==> src/pkg/gcfg_pkg.sv <==
// Purpose: shared constants and carriers for the global configuration flag block
// Assumes: one 100 MHz clock, synchronous active-low reset
// Notes: write address carries the top bit set; reads use the plain address
package gcfg_pkg;

  localparam int          GCFG_FLAGS_W     = 17;
  localparam logic [7:0]  GCFG_ADDR_FLAGS  = 8'h00;
  localparam logic [7:0]  GCFG_ADDR_STATUS = 8'h01;
  localparam logic [7:0]  GCFG_WRITE_ADD   = 8'h80;
  localparam logic [16:0] GCFG_FLAGS_RESET = 17'h00008;
  localparam logic [31:0] GCFG_RDATA_ZERO  = 32'h00000000;

  localparam int GCFG_BIT_RECAL      = 0;
  localparam int GCFG_BIT_FAST_IDLE  = 1;
  localparam int GCFG_BIT_QUIET_PWM  = 2;
  localparam int GCFG_BIT_STEP_FILT  = 3;
  localparam int GCFG_BIT_INVERT_DIR = 4;
  localparam int GCFG_BIT_DIAG0_FLT  = 5;

  localparam int GCFG_IDLE_SHORT_CYC  = 2 ** 18;
  localparam int GCFG_IDLE_NORMAL_CYC = 2 ** 20;
  localparam int GCFG_SYNC_STAGES     = 3;

  typedef struct packed {
    logic        valid;
    logic [7:0]  addrByte;
    logic [31:0] wrData;
  } gcfg_req_t;

  typedef struct packed {
    logic        valid;
    logic [31:0] rdData;
  } gcfg_rsp_t;

  typedef struct packed {
    logic overTemp;
    logic shortToGnd;
    logic pumpUnderVolt;
  } gcfg_fault_t;

endpackage : gcfg_pkg

==> src/rtl/gcfg_sync3.sv <==
// Purpose: three-flop pin synchroniser with agreement filter
// Assumes: input is asynchronous to sys_clk
// Notes: output follows once the second and third stages agree
`timescale 1ns/1ps
`default_nettype none
module gcfg_sync3
  import gcfg_pkg::*;
(
  // clock and reset
  input  wire logic sys_clk,
  input  wire logic reset_n,
  // pin and filtered level
  input  wire logic pinIn,
  input  wire logic resetLevel,
  output logic      levelOut
);
  logic [GCFG_SYNC_STAGES-1:0] stage_r;

  // the first stage feeds only the second stage
  always_ff @(posedge sys_clk) begin
    if (!reset_n) begin
      stage_r <= {GCFG_SYNC_STAGES{resetLevel}};
    end else begin
      stage_r <= {stage_r[GCFG_SYNC_STAGES-2:0], pinIn};
    end
  end

  always_ff @(posedge sys_clk) begin
    if (!reset_n) begin
      levelOut <= resetLevel;
    end else if (stage_r[1] == stage_r[2]) begin
      levelOut <= stage_r[2];
    end
  end

endmodule : gcfg_sync3
`default_nettype wire

==> src/rtl/gcfg_flags.sv <==
// Purpose: global configuration flag register and the driver controls it steers
// Assumes: register access arrives as decoded serial datagrams, one per request
// Notes: idle timeouts are parameters so simulation can shorten them
//
// Summary of operation
// - all registers clear at reset except the flag default, diagOut0Active and the enable pin synchroniser, which set
// - address with top bit set writes; plain address reads
// - recalibrate zero crossing while driver disabled by pin or zero off-time
// - standstill after 2^18 idle clocks when fast bit set, else 2^20
// - quiet pwm enable bit; turn on only at standstill with equal currents
// - step input filter enable bit, defaults to one
// - invert bit reverses motor direction relative to command
// - in external step mode, first diagnostic output flags driver faults
`timescale 1ns/1ps
`default_nettype none
module gcfg_flags
  import gcfg_pkg::*;
#(
  parameter int IDLE_SHORT_CYC  = GCFG_IDLE_SHORT_CYC,
  parameter int IDLE_NORMAL_CYC = GCFG_IDLE_NORMAL_CYC
) (
  // clock and reset
  input  wire logic        sys_clk,
  input  wire logic        reset_n,
  // register access
  input  wire gcfg_req_t   regReq,
  output gcfg_rsp_t        regRsp,
  // driver pins and chopper state
  input  wire logic        driverEnable_n,
  input  wire logic        stepPin,
  input  wire logic [3:0]  chopperOffTime,
  input  wire logic [4:0]  standstillCurrent,
  input  wire logic [4:0]  runCurrent,
  input  wire logic        pwmVelocityOk,
  input  wire logic        cmdDirection,
  input  wire logic        extStepDirSelect,
  input  wire gcfg_fault_t driverFault,
  // controls
  output logic             zeroCrossRecal,
  output logic             standstill,
  output logic             quietPwmActive,
  output logic             stepFilterEn,
  output logic             motorDirection,
  output logic             diagOut0Active
);
  localparam int CNT_W = $clog2(IDLE_NORMAL_CYC + 1);

  generate
    if (IDLE_SHORT_CYC < 1 || IDLE_SHORT_CYC > IDLE_NORMAL_CYC) begin : g_bad
      $error("idle timeouts must satisfy 1 <= short <= normal");
    end
  endgenerate

  logic [GCFG_FLAGS_W-1:0] flags_r;
  logic [CNT_W-1:0]        idleCnt_r;
  logic [CNT_W-1:0]        idleLimit;
  logic                    enPinLevel;
  logic                    stepLevel;
  logic                    stepLevelDly_r;
  logic                    stepEdge;
  logic                    wrHit;
  logic                    rdFlags;
  logic                    rdStatus;

  // enable pin idles high: start out disabled so no false enable follows reset
  gcfg_sync3 u_sync_enable (
    .sys_clk    (sys_clk),
    .reset_n    (reset_n),
    .pinIn      (driverEnable_n),
    .resetLevel (1'b1),
    .levelOut   (enPinLevel)
  );

  gcfg_sync3 u_sync_step (
    .sys_clk    (sys_clk),
    .reset_n    (reset_n),
    .pinIn      (stepPin),
    .resetLevel (1'b0),
    .levelOut   (stepLevel)
  );

  assign wrHit    = regReq.valid && regReq.addrByte == (GCFG_ADDR_FLAGS | GCFG_WRITE_ADD);
  assign rdFlags  = regReq.valid && regReq.addrByte == GCFG_ADDR_FLAGS;
  assign rdStatus = regReq.valid && regReq.addrByte == GCFG_ADDR_STATUS;

  always_ff @(posedge sys_clk) begin
    if (!reset_n) begin
      flags_r <= GCFG_FLAGS_RESET;
    end else if (wrHit) begin
      flags_r <= regReq.wrData[GCFG_FLAGS_W-1:0];
    end
  end

  // read answer one cycle after the request; unmapped reads and writes answer zero
  always_ff @(posedge sys_clk) begin
    if (!reset_n) begin
      regRsp <= '0;
    end else begin
      regRsp.valid <= regReq.valid;
      if (rdFlags) begin
        regRsp.rdData <= {15'h0000, flags_r};
      end else if (rdStatus) begin
        regRsp.rdData <= {28'h0000000, diagOut0Active, zeroCrossRecal, quietPwmActive, standstill};
      end else begin
        regRsp.rdData <= GCFG_RDATA_ZERO;
      end
    end
  end

  always_ff @(posedge sys_clk) begin
    if (!reset_n) begin
      zeroCrossRecal <= 1'b0;
    end else begin
      zeroCrossRecal <= flags_r[GCFG_BIT_RECAL] && (enPinLevel || chopperOffTime == 4'h0);
    end
  end

  assign stepEdge  = stepLevel && !stepLevelDly_r;
  assign idleLimit = flags_r[GCFG_BIT_FAST_IDLE] ? CNT_W'(IDLE_SHORT_CYC) : CNT_W'(IDLE_NORMAL_CYC);

  always_ff @(posedge sys_clk) begin
    if (!reset_n) begin
      stepLevelDly_r <= 1'b0;
    end else begin
      stepLevelDly_r <= stepLevel;
    end
  end

  // counter stops at one below the limit so a later switch of the fast bit still resolves
  always_ff @(posedge sys_clk) begin
    if (!reset_n) begin
      idleCnt_r  <= '0;
      standstill <= 1'b0;
    end else if (stepEdge) begin
      idleCnt_r  <= '0;
      standstill <= 1'b0;
    end else if (idleCnt_r >= idleLimit - CNT_W'(1)) begin
      standstill <= 1'b1;
    end else begin
      idleCnt_r <= idleCnt_r + CNT_W'(1);
    end
  end

  // off-to-on only when stopped with matching currents; hardware holds it off otherwise
  always_ff @(posedge sys_clk) begin
    if (!reset_n) begin
      quietPwmActive <= 1'b0;
    end else if (!flags_r[GCFG_BIT_QUIET_PWM] || !pwmVelocityOk) begin
      quietPwmActive <= 1'b0;
    end else if (standstill && standstillCurrent == runCurrent) begin
      quietPwmActive <= 1'b1;
    end
  end

  always_ff @(posedge sys_clk) begin
    if (!reset_n) begin
      stepFilterEn   <= 1'b0;
      motorDirection <= 1'b0;
    end else begin
      stepFilterEn   <= flags_r[GCFG_BIT_STEP_FILT];
      motorDirection <= cmdDirection ^ flags_r[GCFG_BIT_INVERT_DIR];
    end
  end

  // active during reset, as the diagnostic pin shows the reset state
  always_ff @(posedge sys_clk) begin
    if (!reset_n) begin
      diagOut0Active <= 1'b1;
    end else begin
      diagOut0Active <= extStepDirSelect && flags_r[GCFG_BIT_DIAG0_FLT] &&
                        (driverFault.overTemp || driverFault.shortToGnd || driverFault.pumpUnderVolt);
    end
  end
endmodule : gcfg_flags
`default_nettype wire

==> config.mk <==
export PLATFORM = sky130hd
export DESIGN_NAME = gcfg_flags
export DESIGN_NICKNAME = d
export VERILOG_FILES = /design/src/pkg/gcfg_pkg.sv /design/src/rtl/gcfg_sync3.sv /design/src/rtl/gcfg_flags.sv
export SDC_FILE = /design/constraint.sdc
export NUM_CORES = 1
export LEC_CHECK = 0
export ABC_CLOCK_PERIOD_IN_PS = 2900
export CORE_ASPECT_RATIO = 0.8
export CORE_MARGIN = 8
export CORE_UTILIZATION = 60
export DETAILED_ROUTE_END_ITERATION = 8
export DONT_BUFFER_PORTS = 1
export PLACE_DENSITY = 0.76
export SLEW_MARGIN = 20
export SYNTH_ARGS = -nofsm -noshare
export SYNTH_HDL_FRONTEND = slang
export SYNTH_SLANG_ARGS = --single-unit
export TNS_END_PERCENT = 5
==> constraint.sdc <==
create_clock -name sys_clk -period 2.9 [get_ports sys_clk]
set_input_delay 0.58 -clock sys_clk [delete_from_list [all_inputs] [get_ports sys_clk]]
set_output_delay 0.58 -clock sys_clk [all_outputs]
set_load 0.02 [all_outputs]
Yosys cells after proc, flatten, opt, wreduce, memory -nomap -nowiden
Index checks and enable logic that the tools add are counted.
- input port bits: 65
- logic and storage cells: 49
- flip-flop bits (word level): 86
- output and inout bits: 39
- reduce and logical (&&, ||, !) cells: 20
- $add $sub $neg: 2
- bitwise logic cells: 2
- muxes and demuxes: 3
- magnitude comparators: 1
- equal/unequal tests: 5
- operators by type and width (operator ; count):
    21-bit by 1-bit adder with 21-bit output, second input constant ; 1
    21-bit greater-or-equal comparator ; 1
    21-bit two-way mux ; 1
    21-bit by 1-bit subtractor with 21-bit output, second input constant ; 1
    17-bit two-way mux ; 1
    8-bit by 1-bit == test with 1-bit output, second input constant ; 1
    8-bit == test, second input constant ; 1
    1-bit logical AND ; 8
    8-bit logical NOT ; 1
    2-bit OR reduction ; 3
    5-bit == test ; 1
    4-bit logical NOT ; 1
    1-bit logical OR ; 4
    4-bit two-way mux ; 1
    1-bit logical NOT ; 3
    1-bit == test ; 2
    1-bit inverter ; 1
    1-bit XOR ; 1

Logic depth before layout (Yosys ltp)
Gate-level depths: netlist of run 1.
- depth in word-level cells: 4
- depth in mapped cells: 7
- mapped depth without buffers: 6

Hierarchy
From an unflattened synthesis of run 1, not the netlist that was laid out.
- cells, all modules: 320
- area, all modules: 3074.2 um^2
- modules (own cells, without submodules) (module ; times used ; sequential area each (um^2) ; area each (um^2) ; cells each):
    gcfg_flags ; 1 ; 1261.2 ; 2781.4 ; 290
    gcfg_sync3 ; 2 ; 90.1 ; 146.4 ; 15

Least setup slack after synthesis of run 1
No wires, ideal clock.
- path kind: in2reg
- start point: input port regReq[32] (netlist name)
- end point: register flags_r[3]
- required time: 2.774 ns
- setup time: 0.126 ns
- path buffers: 3
- stages: 6
- path slack: 0.871 ns
- arrival: 1.903 ns
- path through: clkbuf_1 -> nand4b_1 -> clkbuf_1 -> buf_2 -> mux2i_1 -> nand2_1
- word-level cells in the longest chain between the ends: 2
- RTL lines (item ; line ; RTL):
    start, declared ; gcfg_flags.sv:26 ; input wire gcfg_req_t regReq,
    8-bit == test ; gcfg_flags.sv:82 ; assign wrHit = regReq.valid && regReq.addrByte == (GCFG_ADDR_FLAGS | GCFG_WRITE_ADD);
    1-bit logical AND ; gcfg_flags.sv:82 ;
    end signal, assigned ; gcfg_flags.sv:90 ; flags_r <= regReq.wrData[GCFG_FLAGS_W-1:0];
    end, declared ; gcfg_flags.sv:54 ; logic [GCFG_FLAGS_W-1:0] flags_r;
Every way passes these cells.
A chain may end at the register's enable or synchronous reset.

Worst setup path after layout of run 1
- start point: register flags_r[1]
- end point: register idleCnt_r[10]
- word-level cells in the longest chain between the ends: 3
- RTL lines (item ; line ; RTL):
    21-bit two-way mux ; gcfg_flags.sv:119 ; assign idleLimit = flags_r[GCFG_BIT_FAST_IDLE] ? CNT_W'(IDLE_SHORT_CYC) : CNT_W'(IDLE_NORMAL_CYC);
    21-bit by 1-bit subtractor with 21-bit output ; gcfg_flags.sv:137 ; end else if (idleCnt_r >= idleLimit - CNT_W'(1)) begin
    21-bit greater-or-equal comparator ; gcfg_flags.sv:137 ;
    end signal, assigned ; gcfg_flags.sv:140 ; idleCnt_r <= idleCnt_r + CNT_W'(1);
    end, declared ; gcfg_flags.sv:55 ; logic [CNT_W-1:0] idleCnt_r;
Every way passes these cells.

==> results, run 1 <==
- The number of global-route vias before repair was 1781.
- The analysis attributes to net switching a power of between 400 and 500 uW.
- The growth of design area from synthesis to finish is 5.73%.
- The primary flip-flop cell chosen by synthesis mapping is sky130_fd_sc_hd__dfxtp_1.
- The wire length of the first global-routing pass is 8600 um.
- The total clock buffers created by CTS is 9.
- The detailed-route vias per instance is roughly 5.4.
- The post-placement cell area is 0.00288 mm^2.
- The initial antenna violation count is 0.
- The required time at the worst-slack endpoint is 3.17 ns.
- Total power for the finished layout comes to 1810 uW.
- The summed area of non-filler cells in the final layout is 0.00307 mm^2.
- The achievable clock frequency is between 400 and 500 MHz.
- For the pin with the worst max-slew slack, the measured transition is 0.715 ns.
- The number of hold-slack violations in the final timing report is 0.
- After detailed routing, the met2 layer carries 2370 um of wire.
- The remaining antenna violation count after routing is 0.
- Setup violations remaining at the end of the flow were counted as 0.
- The starting utilization of the core area is 62.8%.
- The share of the clock period used by the worst path after layout is slightly above 70%.
- The longest clock path from root to sink contains 2 buffers.
- The die covers between 0.007 and 0.008 mm^2.
- The wire length after detailed routing is 5340 um.
- The number of max-slew violations in the final report is 0.
- The library cell used most frequently in the layout, excluding fill and tap cells, is sky130_fd_sc_hd__dfxtp_1.
- After layout, the minimum clock period comes to between 2 and 2.5 ns.
- The total power divided by cell area is 588 mW/mm^2.
- The number of antenna cells inserted is 0.
- The synthesized netlist contains 45 unique library cells.
- The wire length on met1 is around 2400 um.
- During placement, the flow inserted port buffers numbering 0.
- In the final layout, the share of cells above drive strength 1 is 8.53%.
- 104 I/O pins were placed.
- The cell depth of the worst hold path is 1.
- The start-to-end type of the worst setup path is register to register.
- For this run, the number of Yosys warnings is 0.
- After detailed routing, no signal wire sits above met4.
- The final HPWL from detailed placement is 3850 um.
- The number of cells on the worst reg-to-reg path is 6.
- The residual overflow from global routing is 0.
- The critical path capture point type is a register.
- The clock transition at the register clock pins on the worst setup and hold paths after CTS is about 0.07 ns.
- The clock network burns 41.7% of the power.
- In the layout the commonest cells are sky130_fd_sc_hd__dfxtp_1 (71), sky130_fd_sc_hd__nor2_1 (25), sky130_fd_sc_hd__and2_1 (22), sky130_fd_sc_hd__mux2i_1 (22), sky130_fd_sc_hd__nor2b_1 (16).
- The overall via count from detail_route is 1900.
- The number of clock sinks seen by CTS is 71.
- Global routing consumed, over all layers together, 15.0% of the routing resources.
- The setup TNS after final layout is 0 ns.
- Per report_power, the sequential group accounts for a little under three fifths of the total.
- Wire segments on met3 add up to about 540 um in the final route.
- The run finished with clean final reports.
- TritonCTS built the clock tree.
- The height of the chip is slightly below 80 um.
- Synthesis produced a netlist whose cell count is about 290.
- The clock latency on the worst-skew pair is 0.33 ns.
- Measured along the x axis, the die boundary spans 93.8 um.
- The standard cell core area is 0.00462 mm^2.
- The relative slew slack is between 50% and 60%.
- For this run, design rule violations remaining after detail routing come to 0.
- The part of the Yosys area used for sequential elements is 48.9%.
- In this run the critical register-to-register path is launched from flags_r[1].
- The synthesized design contains 0 enable-type register cells.
- The fraction of post-synthesis cell area in the top cell type by area is 48.9%.
- The number of max-cap violations is 0.
- The switching part of the total power is 22.3%.
- The total internal power is 1400 uW.
- The count of instances resized after the clock tree is built is 0.
- The per-instance average area after synthesis is about 10 um^2.
- The synthesized netlist occupies a cell area of 0.00291 mm^2.
- Sorting the synthesized cells by area gives the leading types as sky130_fd_sc_hd__dfxtp_1 (49%), sky130_fd_sc_hd__mux2i_1 (7.6%), sky130_fd_sc_hd__and2_1 (4.7%), sky130_fd_sc_hd__xnor2_1 (4.5%), sky130_fd_sc_hd__buf_4 (3.9%).
- The cell at the root of the clock tree is sky130_fd_sc_hd__clkbuf_8.
- The number of levels the H-tree was split into is 3.
- The detailed router finished its first iteration with 94 violations.
- The number of buffers added for setup after CTS is 0.
- The proportion of register bits with asynchronous set or reset after synthesis is 0%.
- For the final database, setup skew stands at 0.00713 ns.
- The final layout net count is 356.
- sky130_fd_sc_hd__dfxtp_1 takes more of the synthesized area than any other cell.
- Setup repair after global routing left no endpoint under its margin.
- The post-cts hold buffer count is 0.
- The final weighted congestion in routability-driven placement is 0.746.
- The worst hold path startpoint is reset_n.
- STA classifies the critical path startpoint as a register.
- In this run the worst path has a maximum fanout of 4.
- In this run the core area contains 22 standard-cell rows.
- In this run, synthesis produced a sequential element count of 71.
- The maximum ir drop on the vdd rail is 0.000508 V.
- The worst hold path belongs to the class input pin to register.
- The largest net degree at the start of global routing is 35.
- STA puts the critical path data arrival time at 2.38 ns.
- After detailed routing, the average wire length per cell comes to around 15 um.
- The count of filler cells inserted in the layout is 379.
- In this run the worst setup path begins at flags_r[1].
- The pre-antenna-repair detailed-routing pass consisted of 4 iterations.
- Combinational logic is responsible for 3.1% of the overall power.
- The standby leakage power is 0.00121 uW.
[cell families after synthesis]
group	count (synthesis)	share of synthesized area, %
AO/OA/AOI/OAI	29	6.72
XOR/XNOR	21	6.33
adder cells (fa/ha/maj)	3	1.29
buffers and inverters	32	6.37
flip-flops	71	48.9
multiplexers	22	7.58
other	1	0.129
AND/OR/NAND/NOR	109	22.7
[flip-flops by register name, indices dropped and copies added, names as in the netlist]
| register | count |
|---|---|
| diagOut0Active | 1 |
| flags_r | 17 |
| idleCnt_r | 21 |
| motorDirection | 1 |
| quietPwmActive | 1 |
| regRsp | 18 |
| standstill | 1 |
| stepFilterEn | 1 |
| stepLevelDly_r | 1 |
| u_sync_enable.levelOut | 1 |
| u_sync_enable.stage_r | 3 |
| u_sync_step.levelOut | 1 |
| u_sync_step.stage_r | 3 |
| zeroCrossRecal | 1 |
[metrics by stage]
| stage | cells | worst slack (ns) | utilization (%) | hold slack [ns] |
|---|---|---|---|---|
| final | 353 | 0.796 | 66.4 | 0.305 |
| after global routing | 353 | 0.678 | 66.4 | 0.282 |
| after CTS | 353 | 0.782 | 66.4 | 0.292 |
| after detailed placement | 337 | 0.764 | 62.3 | 0.394 |
| after global placement | 337 | 0.798 | 62.3 | 0.389 |
| after floorplan | 302 | 0.871 | - | 0.386 |
[path summary, 6_finish.rpt]
kind	endpoint	slack, ns
worst min-delay path	diagOut0Active	0.30
worst min register to register	u_sync_enable.stage_r[1]	0.41
worst max register to register	idleCnt_r[10]	0.80
worst max-delay path	idleCnt_r[10]	0.80
[synthesized netlist by cell type, types with 2 or more instances]
master                     number
sky130_fd_sc_hd__dfxtp_1       71
sky130_fd_sc_hd__nor2_1        25
sky130_fd_sc_hd__nor4_1         2
sky130_fd_sc_hd__xor2_1         6
sky130_fd_sc_hd__inv_1          5
sky130_fd_sc_hd__a41oi_1        2
sky130_fd_sc_hd__mux2i_1       22
sky130_fd_sc_hd__ha_1           3
sky130_fd_sc_hd__nand4_1        2
sky130_fd_sc_hd__buf_4         15
sky130_fd_sc_hd__nand4b_1       2
sky130_fd_sc_hd__nor2b_1       16
sky130_fd_sc_hd__nor4_2         4
sky130_fd_sc_hd__a211oi_1       6
sky130_fd_sc_hd__and2_1        22
sky130_fd_sc_hd__nor3_1         5
sky130_fd_sc_hd__a21oi_1        7
sky130_fd_sc_hd__nand2_1        8
sky130_fd_sc_hd__xnor2_1       15
sky130_fd_sc_hd__nor4b_2        3
sky130_fd_sc_hd__nand2b_1       3
sky130_fd_sc_hd__nand3_1        8
sky130_fd_sc_hd__o21ai_0        4
sky130_fd_sc_hd__or3_1          2
sky130_fd_sc_hd__clkbuf_1      10
[final cells by class]
class | instances | area [um^2] | area share (%)
Sequential cell | 71 | 1420 | 46.3
Multi-Input combinational cell | 199 | 1350 | 44.0
Clock buffer | 11 | 131 | 4.28
Tap cell | 60 | 75.1 | 2.44
Clock inverter | 5 | 58.8 | 1.91
Inverter | 5 | 18.8 | 0.611
Timing Repair Buffer | 2 | 15.0 | 0.489
[metal layers]
layer | vias up | global-route usage, %
met5 | - | 0
met4 | 0 | 4.27
met3 | 2 | 8.46
met2 | 69 | 23.3
met1 | 874 | 17.3
li1 | 955 | -
[worst max-delay path, stage by stage (launching register included)]
cell	delay, ns
sky130_fd_sc_hd__dfxtp_1	0.42
sky130_fd_sc_hd__ha_1	0.30
sky130_fd_sc_hd__a211o_1	0.32
sky130_fd_sc_hd__nor3_1	0.26
sky130_fd_sc_hd__o21ai_1	0.18
sky130_fd_sc_hd__or4_1	0.42
sky130_fd_sc_hd__a21oi_1	0.14
[power groups by stage]
| stage | logic [uW] | registers, uW | clock network, uW |
|---|---|---|---|
| after global routing | 62.1 | 996 | 821 |
| after floorplan | 70.4 | 1020 | 0 |
| final | 56.0 | 996 | 754 |
| after global placement | 54.2 | 1020 | 0 |
| after CTS | 55.4 | 996 | 767 |
| after detailed placement | 55.2 | 1020 | 0 |
(Power assumes the default switching activity.)
==> run 2, diff against run 1 <==
- ABC_AREA: default -> 1
- ABC_CLOCK_PERIOD_IN_PS: 2900 -> 2000
- clock period: 2.9 -> 2 ns (I/O delays scaled with it)
==> run 2 against run 1 <==
  * Worst setup slack worse by 0.59 ns
  * Sequential power up 45%
  * First-iteration DRC count up 130%
  * Synthesized area up 14%
  * Critical path type unchanged
  * Largest power group unchanged
  * Synthesized cell count up 61%
  * Combinational power up 68%
==> results, run 2 <==
- The clock network fraction of design power is 42.4% (+0.7 points).
- TritonCTS built the clock tree.
- The share of total power in combinational logic is 3.5% (+0.4 points).
- The clock latency on the worst-skew pair is 0.35 ns (+0.02 ns).
- The per-instance average area after synthesis came to 7.14 um^2 (-29%).
- The share of the clock period used by the worst path after layout was 89.8% (+17 points).
- The sequential group share of total power was 54.0% (-1.2 points).
- The start-to-end type of the worst setup path is register to register.
- The wire length after detailed routing was 7330 um (+37%).
- The post-placement cell area is 0.00334 mm^2 (+16%).
- The flip-flop count of the largest register, all copies and words added is 21 (unchanged).
- The height of the chip is 82.4 um (+5.3%).
- The cell seen most often among critical-path stages is sky130_fd_sc_hd__nand2_1.
- The number of distinct library cells after synthesis is 34 (-24%).
- The flow ran to the end, and the final reports show no timing, DRC or antenna violations.
- The count of buffers inserted at the top-level ports is 0 (unchanged).
- For this run, the leading register cell type out of synthesis is sky130_fd_sc_hd__dfxtp_1.
- The most frequent standard cell in the layout excluding fill and tap cells is sky130_fd_sc_hd__nor2_1.
- The largest total area in the synthesized netlist belongs to sky130_fd_sc_hd__dfxtp_1.
- By count the netlist is led by sky130_fd_sc_hd__nor2_1 (91), sky130_fd_sc_hd__nand2_1 (80), sky130_fd_sc_hd__dfxtp_1 (71).
- The number of max-cap violations was 0 (unchanged).
- The overall via count from detail_route is 2829 (+49%).
- The first element of the critical path is flags_r[1].
- The number of warnings reported in the yosys synthesis log is 0 (unchanged).
- The post-layout minimum cycle time came to 1.80 ns (-0.309 ns).
- The share of final-layout standard cells stronger than drive strength 1 was 9.43% (+0.90 points).
- The gate count after technology mapping is 463 (+61%).
- The number of register bits inferred by synthesis came to 71 (unchanged).
- The beginning of the worst register-to-register path is flags_r[1].
- The number of cells on the worst reg-to-reg path was 9 (+3).
- In this run the critical register-to-register path is captured at idleCnt_r[16].
- The critical path capture point type is a register.
- The endpoint of the most critical setup path is idleCnt_r[16].
- The standard cell core area was 0.00538 mm^2 (+16%).
- The total internal power is 2040 uW (+45%).
- The post-route clock skew came to 0.00977 ns (+0.00264 ns).
- The starting utilization of the core area is 61.5% (-1.3 points).
- The detailed-route vias per instance is 5.22 (-3.0%).
- The final HPWL from detailed placement was 5570 um (+45%).
- The number of max-slew violations in the final report was 0 (unchanged).
- Ranked by total cell area, the synthesized netlist is headed by sky130_fd_sc_hd__dfxtp_1 (43%), sky130_fd_sc_hd__nor2_1 (10%), sky130_fd_sc_hd__nand2_1 (9.1%), sky130_fd_sc_hd__inv_1 (6.9%), sky130_fd_sc_hd__nand4_1 (4.5%).
- The largest buffer count on any clock path is 2 (unchanged).
- Walking the worst path, the cells encountered are ha_1 -> nand2_1 -> nand3_1 -> inv_2 -> o21ai_0 -> nand2_1 -> nand2_1 -> nand2_1 -> nor2_1.
- The total clock buffers created by CTS is 9 (unchanged).
- The first-pass iteration count of the detailed router is 5 (+1).
- The delay of the slowest cell on the worst path is 0.35 ns (-0.07 ns).
- The final weighted congestion in routability-driven placement is 0.923 (+24%).
- The largest registers in the layout are idleCnt_r: 21 flops, regRsp: 18 flops, flags_r: 17 flops.
- STA classifies the critical path startpoint as a register.
- The standby leakage power is 0.00143 uW (+18%).
- The number of buffers added for setup after CTS is 0 (unchanged).
- The switching part of the total power is 23.7% (+1.5 points).
- The signal arrival time at the worst endpoint was 2.05 ns (-0.33 ns).
- The summed area of non-filler cells in the final layout is 0.00353 mm^2 (+15%).
- The fraction of post-synthesis cell area in the top cell type by area is 43.0% (-5.9 points).
- The setup TNS after final layout came to 0 ns (unchanged).
- The number of top-level pins is 104 (unchanged).
- The number of levels the H-tree was split into is 3 (unchanged).
- The setup slack of the most critical reg-to-reg path came to 0.20 ns (-0.59 ns).
- In the layout the commonest cells are sky130_fd_sc_hd__nor2_1 (91), sky130_fd_sc_hd__nand2_1 (80), sky130_fd_sc_hd__dfxtp_1 (71), sky130_fd_sc_hd__inv_1 (60).
- The maximum ir drop on the vdd rail is 0.000506 V (-0.44%).
- The required time at the worst-slack endpoint is 2.26 ns (-0.91 ns).
- For this design, the slowest cell found on the critical path is sky130_fd_sc_hd__dfxtp_1.
- The total DRC errors in the routed layout is 0 (unchanged).
- The proportion of register bits with asynchronous set or reset after synthesis is 0% (unchanged).
- The remaining antenna violation count after routing is 0 (unchanged).
- The critical-path maximum fanout is 7 (+3).
- The residual overflow from global routing came to 0 (unchanged).
- The clock transition at the register clock pins on the worst setup and hold paths after CTS is 0.08 ns (about the same).
- The number of global-route vias before repair is 2426 (+36%).
- The initial antenna violation count is 0 (unchanged).
- In this run the clock root is driven by a sky130_fd_sc_hd__clkbuf_8.
- The part of the Yosys area used for sequential elements came to 43.0% (-5.9 points).
- The wire length per cell after detailed routing came to 13.5 um (-11%).
- The cell area after synthesis was 0.00330 mm^2 (+14%).
- The final layout net count is 540 (+52%).
- The number of clock sinks seen by CTS is 71 (unchanged).
- sky130_fd_sc_hd__nor2_1 is the most common cell in the netlist.
- The total number of placement rows is 24 (+9.1%).
- The final setup violation count is 0 (unchanged).
- The total power divided by cell area came to 756 mW/mm^2 (+29%).
- The largest net degree at the start of global routing is 30 (-14%).
- The growth of design area from synthesis to finish is 6.97%.
- The register with the most flip-flops in the final layout is idleCnt_r.
- The net switching power figure is 634 uW (+58%).
- The area enclosed by the die boundary was 0.00815 mm^2 (+11%).
- The min-delay analysis places its worst path in the category input pin to register.
- The wire length of the first global-routing pass was 11500 um (+34%).
- The number of violations reported at the end of detailed-routing iteration 0 was 212 (+130%).
- The number of antenna cells inserted was 0 (unchanged).
- The number of enable-type register cells in the synthesized netlist is 0 (unchanged).
- The aggregate global-route resource usage is 18.0% (+3.0 points).
- The x dimension of the die came to 99.0 um (+5.5%).
- Setup repair after global routing left no endpoint under its margin.
- The number of hold-slack violations in the final timing report is 0 (unchanged).
- The achievable clock frequency was 557 MHz (+17%).
==> run 2: changes by cell type in the layout (fill, tap and decap cells not counted), moves of 12 or more <==
| cell | before | now |
|---|---|---|
| sky130_fd_sc_hd__and2_1 | 22 | 1 |
| sky130_fd_sc_hd__inv_1 | 5 | 60 |
| sky130_fd_sc_hd__mux2i_1 | 22 | 0 |
| sky130_fd_sc_hd__nand2_1 | 8 | 80 |
| sky130_fd_sc_hd__nand3_1 | 8 | 23 |
| sky130_fd_sc_hd__nand4_1 | 2 | 24 |
| sky130_fd_sc_hd__nor2_1 | 25 | 91 |
| sky130_fd_sc_hd__nor2b_1 | 16 | 0 |
| sky130_fd_sc_hd__o21ai_0 | 3 | 24 |
| sky130_fd_sc_hd__xnor2_1 | 15 | 3 |
==> run 2: worst min-delay path by stage <==
| stage | slack (ns) | startpoint | endpoint | depth (start not counted) |
|---|---|---|---|---|
| CTS | 0.13 | reset_n | flags_r[3] | 1 |
| global route | 0.12 | reset_n | flags_r[3] | 1 |
| finish | 0.14 | regReq[40] | regRsp[32] | 2 |
| global placement | 0.40 | u_sync_enable.stage_r[0] | u_sync_enable.stage_r[1] | 1 |
| detailed placement | 0.41 | u_sync_step.stage_r[0] | u_sync_step.stage_r[1] | 2 |
| floorplan | 0.39 | u_sync_step.stage_r[0] | u_sync_step.stage_r[1] | 2 |
==> run 2: repair_timing <==
| action | in CTS | in global routing |
|---|---|---|
| setup endpoints to repair | 0 | 10 |
| gates resized for setup | 0 | 1 |
| hold buffers | 0 | 0 |
==> run 2: power by group through the flow <==
stage          Sequential (uW)  Combinational [uW]  Clock, uW
3_3_place_gp              1480                90.7          0
5_1_grt                   1450                 109       1210
3_5_place_dp              1480                93.0          0
2_1_floorplan             1480                 108          0
6_report                  1440                94.2       1130
4_1_cts                   1440                93.3       1160
==> run 2: layer usage <==
metal / vias to the layer above / track usage [%] / part of all wire [%]
met5: - / 0 / 0
met4: 0 / 5.95 / 0.79
met3: 9 / 6.45 / 7.3
met2: 95 / 27.6 / 46
met1: 1272 / 23.2 / 46
li1: 1453 / - / -
==> run 2: kinds of logic (layout without fill, tap and decap cells) <==
group,count (synthesis),after routing,share of synthesized area [%]
simple gates,241,241,32.8
buf+inv,91,91,12.8
flops,71,71,43.0
compound gates,45,45,7.16
xor+xnor,11,11,2.92
fa+ha+maj,3,3,1.14
other cells,1,15,0.113
==> run 2: per-stage QoR <==
step	hold slack, ns	utilization [%]	instances	worst slack [ns]	power, uW
final	0.144	65.8	542	0.205	2670
after global routing	0.121	65.8	542	0.0567	2770
after CTS	0.127	65.8	542	0.130	2690
after detailed placement	0.412	62.1	526	0.130	1570
after global placement	0.397	62.1	526	0.156	1570
after floorplan	0.390	-	477	0.414	1580
==> run 2: final cells by class <==
type,instances,area (um^2)
Inverter,64,241
Tap cell,65,81.3
Clock buffer,10,128
Timing Repair Buffer,11,82.6
Sequential cell,71,1420
Multi-Input combinational cell,315,1510
Clock inverter,6,68.8
Fill cell,485,1840
==> run 2: worst max-delay path: cells and delay by family (launching register included) <==
family / cells / cell delay [ns]
AO/OA/AOI/OAI: 1 / 0.22
AND/OR/NAND/NOR: 6 / 0.61
adder cells (fa/ha/maj): 1 / 0.34
buffers and inverters: 1 / 0.18
flip-flops: 1 / 0.35
